File: src/verilog/smx_regs.svh
// Constants for the service-mode exit and restore interpreter
`ifndef SMX_REGS_SVH
`define SMX_REGS_SVH
`define SMX_CHR_CR       8'h0D
`define SMX_CHR_SP       8'h20
`define SMX_CHR_COMMA    8'h2C
`define SMX_CHR_PROMPT   8'h3E
`define SMX_CHR_LC_X     8'h78
`define SMX_CHR_LC_Z     8'h7A
`define SMX_CHR_LC_N     8'h6E
`define SMX_CHR_LC_I     8'h69
`define SMX_CHR_UC_N     8'h4E
`define SMX_CHR_UC_I     8'h49
`define SMX_CHR_LC_S     8'h73
`define SMX_CHR_UC_Y     8'h59
`define SMX_HOLD_MS      3000
`define SMX_CLK_KHZ      20000
`define SMX_SAVE_LIMIT   1000
`define SMX_MSG_NONE     4'h0
`define SMX_MSG_E001     4'h1
`define SMX_MSG_E002     4'h2
`define SMX_MSG_E003     4'h3
`define SMX_MSG_E004     4'h4
`define SMX_MSG_E005     4'h5
`define SMX_MSG_MISMATCH 4'h6
`define SMX_MSG_TO_NORM  4'h7
`define SMX_MSG_TO_INIT  4'h8
`define SMX_MSG_FACTORY  4'h9
`define SMX_MSG_APPLIED  4'hA
`define SMX_MSG_SAVED    4'hB
`define SMX_MSG_ABORTED  4'hC
`define SMX_LINE_DEPTH   4
`endif
File: src/verilog/smx_pkg.sv
// Types used by the interpreter; the line store needs none
package smx_pkg;
  typedef enum logic [3:0] {
    SMX_IDLE, SMX_COLLECT, SMX_DECODE, SMX_ASK, SMX_WAIT_ANS,
    SMX_HOLD, SMX_LEAVE, SMX_RESTORE, SMX_FLASH, SMX_PROMPT
  } smx_state_type;
endpackage

File: src/verilog/smx_exit_restore.sv
// Service-mode exit and factory-restore command interpreter
// What this block does
// RQ1 - Lowercase n exit resumes Normal Mode
// RQ2 - Mismatch asks confirmation; only uppercase Y proceeds
// RQ3 - Non-immediate exit waits hold time first
// RQ4 - Lowercase i exit goes via Init Mode
// RQ5 - Init Mode reloads flash, drops unsaved changes
// RQ6 - Uppercase N exits to Normal immediately
// RQ7 - Uppercase I exits to Init immediately
// RQ8 - Unknown command letter gives E001
// RQ9 - Wrong parameter count or comma gives E002
// RQ10 - Parameter outside permitted set gives E003
// RQ11 - Bad confirmation answer aborts with E003
// RQ12 - Answer N aborts quietly to prompt
// RQ13 - Plain restore changes live settings only
// RQ14 - Restore asks confirmation; uppercase Y proceeds
// RQ15 - Restore with s also writes flash
// RQ16 - Characters after plain restore give E002
// RQ17 - Save limit passed warns E004, still saves
// RQ18 - Failed flash write reports E005
// RQ19 - Exit sends target-mode message before leaving; uppercase N and I exits leave without it
// RQ20 - Prompt after each command staying in Service Mode
`include "smx_regs.svh"
module smx_exit_restore
  import smx_pkg::*;
#(
  parameter int HOLD_CYCLES = (`SMX_HOLD_MS * `SMX_CLK_KHZ),
  parameter int SAVE_LIMIT  = `SMX_SAVE_LIMIT
) (
  input  wire logic       clock,
  input  wire logic       srst,
  input  wire logic       rx_valid,
  input  wire logic [7:0] rx_char,
  input  wire logic       params_dirty,
  input  wire logic [15:0] save_count,
  input  wire logic       flash_done,
  input  wire logic       flash_ok,
  output logic            msg_valid,
  output logic      [3:0] msg_code,
  output logic            prompt_valid,
  output logic            service_active,
  output logic            go_normal,
  output logic            go_init,
  output logic            reload_flash,
  output logic            load_factory,
  output logic            flash_write
);
  localparam int AW = $clog2(`SMX_LINE_DEPTH);

  // ----------------------------------------------------------------
  // State
  // ----------------------------------------------------------------
  typedef struct packed {
    smx_state_type state;
    logic [2:0]    len;
    logic          over;
    logic [AW-1:0] rd_idx;
    logic [7:0]    c0;
    logic [7:0]    c1;
    logic [7:0]    c2;
    logic          is_exit;
    logic          to_init;
    logic          do_save;
    logic [31:0]   hold_cnt;
    logic          msg_valid;
    logic [3:0]    msg_code;
    logic          prompt_valid;
    logic          service_active;
    logic          go_normal;
    logic          go_init;
    logic          reload_flash;
    logic          load_factory;
    logic          flash_write;
  } smx_regs_type;

  smx_regs_type state_reg;
  smx_regs_type state_next;
  logic [7:0]   rd_data;

  // Line characters live in the store; the decoder reads them back
  // one per cycle so the store stays a plain registered memory.
  smx_line_mem #(.DEPTH(`SMX_LINE_DEPTH)) u_line (
    .clock   (clock),
    // A full store must not wrap onto the command letter
    .wr_en   (state_reg.state == SMX_COLLECT && rx_valid &&
              rx_char != `SMX_CHR_CR && !state_reg.over &&
              state_reg.len != 3'(`SMX_LINE_DEPTH)),
    .wr_addr (state_reg.len[AW-1:0]),
    .wr_data (rx_char),
    .rd_addr (state_reg.rd_idx),
    .rd_data (rd_data)
  );

  function automatic logic is_exit_opt(input logic [7:0] c);
    return c == `SMX_CHR_LC_N || c == `SMX_CHR_LC_I ||
           c == `SMX_CHR_UC_N || c == `SMX_CHR_UC_I;
  endfunction

  // ----------------------------------------------------------------
  // Next state
  // ----------------------------------------------------------------
  always_comb begin
    state_next = state_reg;
    state_next.msg_valid    = 1'b0;
    state_next.msg_code     = `SMX_MSG_NONE;
    state_next.prompt_valid = 1'b0;
    state_next.go_normal    = 1'b0;
    state_next.go_init      = 1'b0;
    state_next.reload_flash = 1'b0;
    state_next.load_factory = 1'b0;
    state_next.flash_write  = 1'b0;
    unique case (state_reg.state)
      SMX_IDLE: begin
        // Clear the line length and overflow flag, then collect the next line
        state_next.len  = 3'd0;
        state_next.over = 1'b0;
        state_next.state = SMX_COLLECT;
      end
      SMX_COLLECT: begin
        if (rx_valid) begin
          if (rx_char == `SMX_CHR_CR) begin
            state_next.rd_idx = '0;
            state_next.state  = SMX_DECODE;
            state_next.hold_cnt = 32'd0;
          end else if (state_reg.len == 3'(`SMX_LINE_DEPTH)) begin
            state_next.over = 1'b1;
          end else begin
            state_next.len = state_reg.len + 3'd1;
          end
        end
      end
      SMX_DECODE: begin
        // Read back three characters with one cycle of read latency
        state_next.hold_cnt = state_reg.hold_cnt + 32'd1;
        state_next.rd_idx   = AW'(state_reg.hold_cnt[1:0] + 2'd1);
        if (state_reg.hold_cnt == 32'd1) begin
          state_next.c0 = rd_data;
        end else if (state_reg.hold_cnt == 32'd2) begin
          state_next.c1 = rd_data;
        end else if (state_reg.hold_cnt == 32'd3) begin
          state_next.c2 = rd_data;
        end else if (state_reg.hold_cnt == 32'd4) begin
          state_next.hold_cnt = 32'd0;
          state_next.msg_valid = 1'b1;
          state_next.state = SMX_PROMPT;
          if (state_reg.len == 3'd0) begin
            // Empty line: just prompt again
            state_next.msg_valid = 1'b0;
          end else if (state_reg.c0 == `SMX_CHR_LC_X) begin
            state_next.is_exit = 1'b1;
            state_next.to_init = state_reg.c2 == `SMX_CHR_LC_I ||
                                 state_reg.c2 == `SMX_CHR_UC_I;
            if (state_reg.over || state_reg.len != 3'd3 ||
                state_reg.c1 != `SMX_CHR_SP) begin
              state_next.msg_code = `SMX_MSG_E002; // RQ9
            end else if (!is_exit_opt(state_reg.c2)) begin
              state_next.msg_code = `SMX_MSG_E003; // RQ10
            end else if (state_reg.c2 == `SMX_CHR_UC_N ||
                         state_reg.c2 == `SMX_CHR_UC_I) begin
              state_next.msg_valid = 1'b0;
              state_next.state = SMX_LEAVE; // RQ6 RQ7
            end else if (params_dirty) begin
              state_next.msg_code = `SMX_MSG_MISMATCH; // RQ2
              state_next.state = SMX_WAIT_ANS;
            end else begin
              state_next.msg_valid = 1'b0;
              state_next.state = SMX_ASK;
            end
          end else if (state_reg.c0 == `SMX_CHR_LC_Z) begin
            state_next.is_exit = 1'b0;
            state_next.do_save = state_reg.len == 3'd3;
            if (state_reg.len == 3'd1) begin
              state_next.msg_code = `SMX_MSG_FACTORY; // RQ14
              state_next.state = SMX_WAIT_ANS;
            end else if (state_reg.over || state_reg.len != 3'd3 ||
                         state_reg.c1 != `SMX_CHR_SP) begin
              state_next.msg_code = `SMX_MSG_E002; // RQ16
            end else if (state_reg.c2 != `SMX_CHR_LC_S) begin
              state_next.msg_code = `SMX_MSG_E003; // RQ10
            end else begin
              state_next.msg_code = `SMX_MSG_FACTORY; // RQ14
              state_next.state = SMX_WAIT_ANS;
            end
          end else begin
            state_next.msg_code = `SMX_MSG_E001; // RQ8
          end
        end
      end
      SMX_WAIT_ANS: begin
        if (rx_valid && rx_char != `SMX_CHR_CR) begin
          state_next.msg_valid = 1'b1;
          state_next.state = SMX_PROMPT;
          if (rx_char == `SMX_CHR_UC_Y) begin
            state_next.msg_valid = 1'b0;
            state_next.state = state_reg.is_exit ? SMX_ASK
                                                 : SMX_RESTORE; // RQ2 RQ14
          end else if (rx_char == `SMX_CHR_UC_N) begin
            state_next.msg_code = `SMX_MSG_ABORTED; // RQ12
          end else begin
            state_next.msg_code = `SMX_MSG_E003; // RQ11
          end
        end
      end
      SMX_ASK: begin
        // Announce the target, then hold before leaving
        state_next.msg_valid = 1'b1;
        state_next.msg_code  = state_reg.to_init ? `SMX_MSG_TO_INIT
                                                 : `SMX_MSG_TO_NORM; // RQ19
        state_next.hold_cnt  = 32'd0;
        state_next.state     = SMX_HOLD;
      end
      SMX_HOLD: begin
        state_next.hold_cnt = state_reg.hold_cnt + 32'd1;
        if (state_reg.hold_cnt == 32'(HOLD_CYCLES - 1)) begin
          state_next.state = SMX_LEAVE; // RQ3
        end
      end
      SMX_LEAVE: begin
        state_next.service_active = 1'b0;
        state_next.go_normal    = !state_reg.to_init; // RQ1 RQ6
        state_next.go_init      = state_reg.to_init;  // RQ4 RQ7
        state_next.reload_flash = state_reg.to_init;  // RQ5
        state_next.state = SMX_IDLE;
      end
      SMX_RESTORE: begin
        state_next.load_factory = 1'b1; // RQ13
        state_next.msg_valid = 1'b1;
        if (state_reg.do_save) begin
          state_next.flash_write = 1'b1; // RQ15
          state_next.msg_code = (save_count >= 16'(SAVE_LIMIT)) ?
                                `SMX_MSG_E004 : `SMX_MSG_NONE; // RQ17
          state_next.msg_valid = save_count >= 16'(SAVE_LIMIT);
          state_next.state = SMX_FLASH;
        end else begin
          state_next.msg_code = `SMX_MSG_APPLIED;
          state_next.state = SMX_PROMPT;
        end
      end
      SMX_FLASH: begin
        if (flash_done) begin
          state_next.msg_valid = 1'b1;
          state_next.msg_code = flash_ok ? `SMX_MSG_SAVED
                                         : `SMX_MSG_E005; // RQ18
          state_next.state = SMX_PROMPT;
        end
      end
      SMX_PROMPT: begin
        state_next.prompt_valid = 1'b1; // RQ20
        state_next.state = SMX_IDLE;
      end
      default: begin
        state_next.state = SMX_IDLE;
      end
    endcase
    if (!state_reg.service_active) begin
      state_next.state = SMX_IDLE;
    end
  end

  always_ff @(posedge clock) begin
    if (srst) begin
      state_reg <= '0;
      state_reg.state <= SMX_IDLE;
      state_reg.service_active <= 1'b1;
    end else begin
      state_reg <= state_next;
    end
  end

  assign msg_valid      = state_reg.msg_valid;
  assign msg_code       = state_reg.msg_code;
  assign prompt_valid   = state_reg.prompt_valid;
  assign service_active = state_reg.service_active;
  assign go_normal      = state_reg.go_normal;
  assign go_init        = state_reg.go_init;
  assign reload_flash   = state_reg.reload_flash;
  assign load_factory   = state_reg.load_factory;
  assign flash_write    = state_reg.flash_write;
endmodule

File: src/verilog/smx_line_mem.sv
// Small store for the characters of one command line
module smx_line_mem #(
  parameter int DEPTH = 4
) (
  input  wire logic                     clock,
  input  wire logic                     wr_en,
  input  wire logic [$clog2(DEPTH)-1:0] wr_addr,
  input  wire logic [7:0]               wr_data,
  input  wire logic [$clog2(DEPTH)-1:0] rd_addr,
  output logic      [7:0]               rd_data
);
  logic [7:0] mem [DEPTH];

  always_ff @(posedge clock) begin
    if (wr_en) begin
      mem[wr_addr] <= wr_data;
    end
    rd_data <= mem[rd_addr];
  end
endmodule

File: config.mk
export PLATFORM = sky130hd
export DESIGN_NAME = smx_exit_restore
export DESIGN_NICKNAME = d
export VERILOG_FILES = /design/src/verilog/smx_pkg.sv /design/src/verilog/smx_exit_restore.sv /design/src/verilog/smx_line_mem.sv
export VERILOG_INCLUDE_DIRS = /design/src /design/src/verilog
export SDC_FILE = /design/constraint.sdc
export NUM_CORES = 1
export LEC_CHECK = 0
export ABC_AREA = 1
export BUFFER_PORTS_ARGS = -buffer_cell sky130_fd_sc_hd__buf_2
export CAP_MARGIN = 15
export CORE_ASPECT_RATIO = 1.75
export CORE_MARGIN = 3
export CORE_UTILIZATION = 35
export DETAILED_ROUTE_END_ITERATION = 10
export PLACE_DENSITY = 0.52
export SYNTH_ARGS = -nofsm -noshare
export SYNTH_HDL_FRONTEND = slang
export SYNTH_SLANG_ARGS = --single-unit
File: constraint.sdc
create_clock -name clock -period 2.5 [get_ports clock]
set_input_delay 0.125 -clock clock [delete_from_list [all_inputs] [get_ports clock]]
set_output_delay 0.125 -clock clock [all_outputs]
set_load 0.01 [all_outputs]
==> impl_metrics.ini, run 1 <==
[sta]
clock-skew-final_ns = 0.0107
finalCritPeriodShare = 0.864
tns_ns = 0
rsz0062_at_grt = no
finalHoldViolCount = 0
layout_min_cycle_time_ns = 2.16
drv_slew = 0
slew_headroom = 0.628
fmax_mhz = 463
setup_viol = 0
tightest_slew_ns = 0.553

[place]
port_buffers = 38
routabilityCongestion = 0.901
dp_cells = 1057
dp_hpwl_mm = 12.0

[clocking]
cts-htree-levels = 4
clkTransAtPathRegs_ns = 0.06
clock_path_buffers = 2
cts_buffers = 17
cts_tree = yes
post_cts_buffers = 0
numClockSinks = 120
clock_latency_ns = 0.41
cts_root_buf = clkbuf_16

[setup_path]
slowest_stage = dlygate4sd3_1
critPathKind = in2reg
crit_path_cell_trace = dlygate4sd3_1, buf_2, inv_1, nand2_1, nor2_1, nand3_1, o21ai_2, nand2_4, nor2_4, nand2_1, nor2_2, nand3_1, nand2_1, nor2_1
crit_path_end_kind = flip-flop
max_stage_delay_ns = 0.53
required_ns = 2.81
startpoint_type = input pin
cp_data_arrival_time_ns = 2.47
cp_common_cell = nand2_1
crit_fanout = 19

[global_routing]
grt_pass1_wl_mm = 26.0
antenna_found_initial = 0
grt_max_degree = 30
grt_pass1_vias = 5314
overflow = 0
grt_usage = 0.175

[detailed_routing]
wl_mm = 15.8
antenna_left = 0
drc = 0
first_iter_violations = 192
drt-wirelength-per-cell_um = 14.4
vias_per_cell = 4.73
firstDrtPassIters = 4
vias = 5186

[floorplan]
die_w_um = 105
fp.dieArea_um2 = 19000
start_util = 0.357
rows = 63
chipHeight_um = 180
io_pins = 42
core_area_um2 = 16900

[job]
cap_violations = 0

[cells_and_area]
layout-drive-gt1-share = 0.133
final_cells = 1096
final_util = 0.418
nets = 895
largest_reg_flops = 69
area_delta_synth_final_pct = 17.1
n_antenna_cell = 0

[synthesis]
synthesis.nets = 843
syn_area_per_cell_um2 = 7.52
syn-instance-count = 804
yosys.area_share.adder = 0.0186
synth-seq-cells = 120
synth-compound-area-share = 0.118
ys_seq_area_frac = 0.450
synthXorXnorAreaFrac = 0.0203
yosys_warnings = 0
yosys.area_share.simple = 0.308
muxShareOfSynthArea = 0
synth_top_family_by_area = simple AND/OR/NAND/NOR gates
synth.distinct_cells = 46
synth_area_um2 = 6050

[power]
powerDensity_nw_per_um2 = 852
peakVddDrop_uv = 395
p_leak_nw = 2.75

[min_path]
holdCritPathClass = in2reg

[status]
status = finished, final reports clean
## worst max-delay path: cells and delay by family
kind,cells,cell delay [ns]
AOI/OAI and AO/OA,1,0.25
buffers and inverters,3,0.74
and+or+nand+nor,10,1.34
## layer usage
metal  vias up  track usage  wire length [µm]  share of wire
met3        18       0.0320               250          0.016
met2        44        0.338              9120           0.58
met1      2384        0.174              6060           0.38
met5         -            0                 0              0
met4         0       0.0841               376          0.024
li1       2740            -                 -              -
## worst paths after layout
check                        startpoint                          to  slack (ns)  cells past startpoint
min                          rx_char[3]  u_line.mem[0][3]$_DFFE_PP_        0.02                      1
min reg2reg  state_reg[52]$_SDFFE_PP0P_  state_reg[52]$_SDFFE_PP0P_        0.47                      2
max                          rx_char[1]  state_reg[33]$_SDFFE_PP0P_        0.34                     14
max reg2reg  state_reg[12]$_SDFFE_PP0P_  state_reg[54]$_SDFFE_PP0P_        0.47                      8
## cell usage after synthesis, drive strengths merged
cell | count | area, µm²
nor2 | 154 | 633
nand2 | 148 | 581
inv | 102 | 383
dfxtp | 88 | 1760
o21ai | 46 | 238
a21oi | 44 | 224
nand3 | 41 | 210
nor3 | 39 | 233
edfxtp | 32 | 961
nand4 | 18 | 113
xor2 | 14 | 123
buf | 13 | 103
a211oi | 10 | 80.1
ha | 9 | 113
o22ai | 9 | 56.3
clkbuf | 8 | 30.0
a31oi | 5 | 31.3
nor3b | 4 | 35.0
or2 | 4 | 25.0
o211ai | 3 | 22.5
o31ai | 3 | 22.5
nand3b | 2 | 15.0
o21a | 2 | 15.0
o21bai | 2 | 15.0
a41oi | 1 | 8.76
and2 | 1 | 6.26
and3 | 1 | 6.26
nor4 | 1 | 6.26
## cell families (layout without fill, tap and decap cells)
kind of cell    count (synthesis)  in the layout
fa+ha+maj                       9              9
xor+xnor                       14             14
flops                         120            120
simple gates                  413            413
compound gates                125            125
buf+inv                       123            188
## where the power goes
part | switching, mW | total (mW) | internal, mW
combinational | 1.02 | 1.42 | 0.404
clock | 0.918 | 2.28 | 1.36
sequential | 0.135 | 2.33 | 2.19
total | 2.07 | 6.03 | 3.96
## stage by stage
| step | total power [mW] | hold WS, ns | setup slack [ns] | cell area, µm² |
|---|---|---|---|---|
| 2_1_floorplan | 3.39 | 0.224 | 0.624 | 6050 |
| 3_5_place_dp | 3.81 | 0.365 | 0.439 | 6460 |
| 3_3_place_gp | 3.81 | 0.362 | 0.454 | 6460 |
| 4_1_cts | 6.11 | 0.00313 | 0.347 | 7080 |
| 5_1_grt | 6.38 | 0.0222 | 0.119 | 7080 |
| 6_report | 6.03 | 0.0185 | 0.341 | 7080 |
## cells in the final DEF (no fill, tap or decap), types with 4 or more instances in the layout
cell           Yosys  layout
dfxtp_1           88      88
o22ai_1            9       9
nand2_1          142     142
xor2_1            14      14
nor2_4             4       4
nand4_1           18      18
dlygate4sd3_1      0       7
ha_1               9       9
nor2_2            10      10
nor2_1           140     140
inv_2              6       6
nor3_1            34      34
a21oi_1           43      43
a31oi_1            5       5
o21ai_0           41      41
nand3_1           40      40
clkbuf_16          0      17
nand2_2            4       4
buf_4              6       9
buf_2              1      38
inv_1             96      96
edfxtp_1          32      32
a211oi_1           9       9
## area by class of cell
type	count	area, µm²
Multi-Input combinational cell	561	2810
Inverter	102	383
Tap cell	227	284
Fill cell	1765	9870
Sequential cell	120	2720
Clock buffer	17	425
Clock inverter	15	128
Timing Repair Buffer	54	328
## timing repair
| action | CTS | global route |
|---|---|---|
| endpoints found under the hold margin | 28 | 0 |
| gates resized for setup | 0 | 0 |
| hold buffers | 7 | 0 |
Note: power is estimated with default switching activity, not from simulation.
==> run 2, diff against run 1 <==
--- a/config.mk
+++ b/config.mk
@@ -9,7 +9,7 @@
 export ABC_AREA = 1
 export BUFFER_PORTS_ARGS = -buffer_cell sky130_fd_sc_hd__buf_2
 export CAP_MARGIN = 15
-export CORE_ASPECT_RATIO = 1.75
+export CORE_ASPECT_RATIO = 0.8
 export CORE_MARGIN = 3
 export CORE_UTILIZATION = 35
 export DETAILED_ROUTE_END_ITERATION = 10
==> run 2 against run 1 <==
Compared with the run above: core utilization up 0.59 points; maximum frequency is 1.9% higher; final area rose by 0.32%; first-iteration DRC count grew 94%; critical path depth unchanged; global-route usage shrank 0.86 points; register-to-register slack worse by 0.04 ns; power rose by 1.5%; clock power up 4%; die area shrank 0.27%; clock-buffer cell count rose by 2; clock skew rose by 0.0024 ns.
==> impl_metrics.ini, run 2 (synthesized netlist as in run 1, its figures left out) <==
[status]
status = finished, final reports clean

[detailed_routing]
firstDrtPassIters = 5
drt-wirelength-per-cell_um = 13.9
vias_per_cell = 4.80
antenna_left = 0
vias = 5227
wl_mm = 15.1
first_iter_violations = 372
drc = 0

[clocking]
cts-htree-levels = 4
cts_tree = yes
numClockSinks = 120
post_cts_buffers = 0
clock_path_buffers = 2
cts_buffers = 17
clkTransAtPathRegs_ns = 0.06
clock_latency_ns = 0.43
cts_resized = 0
ctsHoldBuffers = 8
cts_root_buf = clkbuf_16

[setup_path]
required_ns = 2.81
cp_data_arrival_time_ns = 2.43
crit_path_cell_trace = dlygate4sd3_1, buf_2, inv_1, nand2_1, nor2_1, nand3_1, o21ai_2, nand2_4, inv_2, nand2_1, nor3_2, nand2_1, o21ai_0, nor2_1
crit_path_end_kind = flip-flop
crit_fanout = 19
critPathKind = in2reg
slowest_stage = dlygate4sd3_1
cp_common_cell = nand2_1
startpoint_type = input pin
max_stage_delay_ns = 0.53

[power]
switching_share = 0.342
p_switching_mw = 2.10
peakVddDrop_uv = 629
seq_power_share = 0.381
clockPowerShare = 0.386
p_int_mw = 4.03
p_leak_nw = 2.76
powerDensity_nw_per_um2 = 862
pwr-share-comb = 0.232

[floorplan]
start_util = 0.361
chipHeight_um = 124
io_pins = 42
core_area_um2 = 16800
fp.dieArea_um2 = 18900
rows = 42
die_w_um = 153

[place]
dp_cells = 1050
post-place-ws_ns = 0.438
routabilityCongestion = 0.878
port_buffers = 38
dp_hpwl_mm = 11.1
place_area_um2 = 6450

[cells_and_area]
largest_reg_flops = 69
n_antenna_cell = 0
multi_input_area_um2 = 2810
area_delta_synth_final_pct = 17.4
final_cells = 1090
nets = 896
mostFrequentLayoutCells = nand2_1 (142), nor2_1 (140), inv_1 (96)
seq_area_um2 = 2720
layout-drive-gt1-share = 0.134
fillers = 1729
fin_area_um2 = 7100
layout_commonest_cell = nand2_1

[sta]
tns_ns = 0
drv_slew = 0
clock-skew-final_ns = 0.0131
finalHoldViolCount = 0
layout_min_cycle_time_ns = 2.12
fmax_mhz = 472
finalWorstSetupSlack_ns = 0.382
finalCritPeriodShare = 0.847
rsz0062_at_grt = no
tightest_slew_ns = 0.699
setup_viol = 0
slew_headroom = 0.530

[global_routing]
grt_pass1_vias = 4763
grt_pass1_wl_mm = 24.7
grt_max_degree = 30
grt_usage = 0.166
antenna_found_initial = 0
overflow = 0

[min_path]
holdCritPathClass = in2reg

[job]
cap_violations = 0
[run 2: cell types whose count changed in the layout (fill, tap and decap cells not counted)]
| cell | delta |
|---|---|
| clkbuf_1 | +1 |
| dlygate4sd3_1 | +1 |
| clkinv_1 | -2 |
| clkbuf_16 | +1 |
[run 2: power groups by stage]
| stage | combinational (mW) | clock [mW] | sequential [mW] |
|---|---|---|---|
| after floorplan | 1.08 | 0 | 2.32 |
| after global placement | 1.43 | 0 | 2.38 |
| after detailed placement | 1.42 | 0 | 2.37 |
| after CTS | 1.44 | 2.42 | 2.33 |
| after global routing | 1.64 | 2.49 | 2.36 |
| final | 1.42 | 2.37 | 2.34 |
[run 2: routing by layer]
layer,part of all wire,wire length (µm),track usage
met5,0,0,0
met4,0.0096,146,0.0490
met3,0.044,660,0.0392
met2,0.39,5880,0.230
met1,0.56,8460,0.255
[run 2: layout make-up]
type / instances / area share
sequential: 120 / 0.383
timing repair buffer: 55 / 0.0476
multi-input combinational: 561 / 0.396
tap: 220 / 0.0387
clock inverter: 13 / 0.0169
clock buffer: 19 / 0.0639
inverter: 102 / 0.0539
[run 2: critical path, delay by kind of cell]
kind	cells	cell delay, ns
buffers and inverters	4	0.94
AND/OR/NAND/NOR	8	1.05
AO/OA/AOI/OAI	2	0.31
[run 2: metrics by stage]
stage	hold slack [ns]	power, mW	utilization
final	0.0635	6.13	0.424
after global placement	0.376	3.81	0.385
after global routing	0.0801	6.49	0.424
after floorplan	0.224	3.39	-
after detailed placement	0.367	3.80	0.385
after CTS	0.0509	6.19	0.424
[run 2: path summary, 6_finish.rpt]
check             slack, ns                       start                          to  cells past startpoint
setup / recovery       0.38                  rx_char[1]  state_reg[28]$_SDFFE_PP0P_                     14
hold / removal         0.06                        srst  state_reg[45]$_SDFFE_PP0P_                      4
setup reg to reg       0.43  state_reg[12]$_SDFFE_PP0P_  state_reg[38]$_SDFFE_PP0P_                     10
hold reg to reg        0.47  state_reg[52]$_SDFFE_PP0P_  state_reg[52]$_SDFFE_PP0P_                      2
==> run 3, diff against run 2 <==
==> constraint.sdc (replaced) <==
create_clock -name clock -period 2.1 [get_ports clock]
set_input_delay 0.105 -clock clock [delete_from_list [all_inputs] [get_ports clock]]
set_output_delay 0.105 -clock clock [all_outputs]
set_load 0.01 [all_outputs]
==> run 3 against run 2 <==
Compared with the run above: clock power up 23%; power grew 24%; die area is the same; setup slack got worse by 0.27 ns; clock skew fell by 0.0036 ns; routed wire length rose by 2.5%; clock-buffer cell count decreased by 1.
==> impl_metrics.ini, run 3 (synthesized netlist as in run 1, its figures left out) <==
[status]
status = finished, final reports clean

[setup_path]
crit_fanout = 5
critPathTopFamily = simple AND/OR/NAND/NOR gates
r2r_end = u_line.mem[3][6]$_DFFE_PP_
cp_data_arrival_time_ns = 2.11
slowest_stage = dfxtp_1
critical_path_buf_inv_count = 2
reg2reg_slack_ns = 0.11
worst_r2r_path_depth = 8
crit_path_cell_trace = nor2_1, nand2_1, nor2_4, inv_2, a21oi_1, nand3_1, nor2_1, buf_4
crit_path_end_kind = flip-flop
required_ns = 2.23
critPathKind = reg2reg
cp_common_cell = nor2_1
max_stage_delay_ns = 0.35
startpoint_type = flip-flop
crit-reg2reg-launch = state_reg[80]$_SDFFE_PP0P_

[floorplan]
rows = 42
io_pins = 42
start_util = 0.361
die_w_um = 153
fp.dieArea_um2 = 18900
core_area_um2 = 16800
chipHeight_um = 124

[clocking]
clock_path_buffers = 2
cts_root_buf = clkbuf_16
clkTransAtPathRegs_ns = 0.05
numClockSinks = 120
cts_tree = yes
cts_buffers = 17
cts-htree-levels = 4
clock_latency_ns = 0.41

[sta]
tns_ns = 0
finalHoldViolCount = 0
fmax_mhz = 503
clock-skew-final_ns = 0.00949
slew_headroom = 0.664
setup_viol = 0
rsz0062_at_grt = yes
finalCritPeriodShare = 0.946
tightest_slew_ns = 0.499
layout_min_cycle_time_ns = 1.99
drv_slew = 0
finalWorstSetupSlack_ns = 0.112

[global_routing]
antenna_found_initial = 0
overflow = 0
grt_usage = 0.166
grt_pass1_vias = 4749
grt_pass1_wl_mm = 24.8
grt_max_degree = 30

[cells_and_area]
final_cells = 1109
fillers = 1689
mostFrequentLayoutCells = nand2_1 (139), nor2_1 (136), inv_1 (96)
final_util = 0.438
nets = 915
n_antenna_cell = 0
layout-drive-gt1-share = 0.169
layout_commonest_cell = nand2_1
largest_reg_flops = 69
area_delta_synth_final_pct = 21.5

[power]
powerDensity_nw_per_um2 = 1040
peakVddDrop_uv = 682
p_leak_nw = 2.90
clockPowerShare = 0.383
seq_power_share = 0.364
power.total_mw = 7.61
p_switching_mw = 2.51
switching_share = 0.330
p_int_mw = 5.10
pwr-share-comb = 0.253

[job]
cap_violations = 0

[detailed_routing]
vias_per_cell = 4.82
firstDrtPassIters = 5
drc = 0
drt-wirelength-per-cell_um = 14.0
first_iter_violations = 433
wl_mm = 15.5
vias = 5347
antenna_left = 0

[place]
dp_hpwl_mm = 11.4
post-place-ws_ns = 0.118
port_buffers = 38
dp_cells = 1066
routabilityCongestion = 0.874

[min_path]
min_delay_path_depth = 4
min_to = state_reg[80]$_SDFFE_PP0P_
holdCritPathClass = in2reg
hold_start = flash_done
[run 3: per-stage QoR]
stage	instance area [µm²]	hold slack (ns)
2_1_floorplan	6050	0.204
3_3_place_gp	6580	0.353
3_5_place_dp	6580	0.351
4_1_cts	7250	0.0448
5_1_grt	7350	0.0879
6_report	7350	0.0627
[run 3: per-layer routing]
metal  global-route usage  wire length [µm]
met1                0.254              8390
met2                0.233              6140
met3               0.0399               855
met4               0.0417               155
met5                    0                 0
[run 3: worst register-to-register path: stages, from the launching register on]
cell,delay (ns)
dfxtp_1,0.35
nor2_1,0.15
nand2_1,0.19
nor2_4,0.19
inv_2,0.07
a21oi_1,0.16
nand3_1,0.20
nor2_1,0.22
buf_4,0.18
[run 3: how the worst max path moves through the flow]
stage                                     startpoint                    endpoint  cells after the start
final                     state_reg[80]$_SDFFE_PP0P_  u_line.mem[3][6]$_DFFE_PP_                      8
after global routing      state_reg[74]$_SDFFE_PP0P_  state_reg[77]$_SDFFE_PP0P_                     15
after CTS                                 rx_char[1]  state_reg[28]$_SDFFE_PP0P_                     14
after detailed placement  state_reg[12]$_SDFFE_PP0P_  state_reg[38]$_SDFFE_PP0P_                     11
after global placement    state_reg[75]$_SDFFE_PP0P_  state_reg[77]$_SDFFE_PP0P_                     15
after floorplan           state_reg[80]$_SDFFE_PP0P_  u_line.mem[2][0]$_DFFE_PP_                      7
[run 3: final cells by class]
type / count / area (µm²) / share of cell area
Tap cell: 220 / 275 / 0.0375
Multi-Input combinational cell: 561 / 2890 / 0.393
Inverter: 102 / 383 / 0.0521
Clock inverter: 14 / 158 / 0.0215
Clock buffer: 18 / 429 / 0.0584
Timing Repair Buffer: 74 / 493 / 0.0671
Sequential cell: 120 / 2720 / 0.371
[run 3: power by group through the flow]
stage	registers (mW)	clock network [mW]	logic [mW]
global placement	2.82	0	1.90
floorplan	2.76	0	1.28
finish	2.77	2.91	1.92
CTS	2.77	2.98	1.91
global route	2.80	3.08	2.16
detailed placement	2.82	0	1.88
[run 3: timing repair]
item                                    4_1_cts  5_1_grt
endpoints found under the hold margin        32        0
setup buffers                                 0        3
hold buffers                                  8        0
gates resized for setup                       0       20
endpoints found under the setup margin        0       21
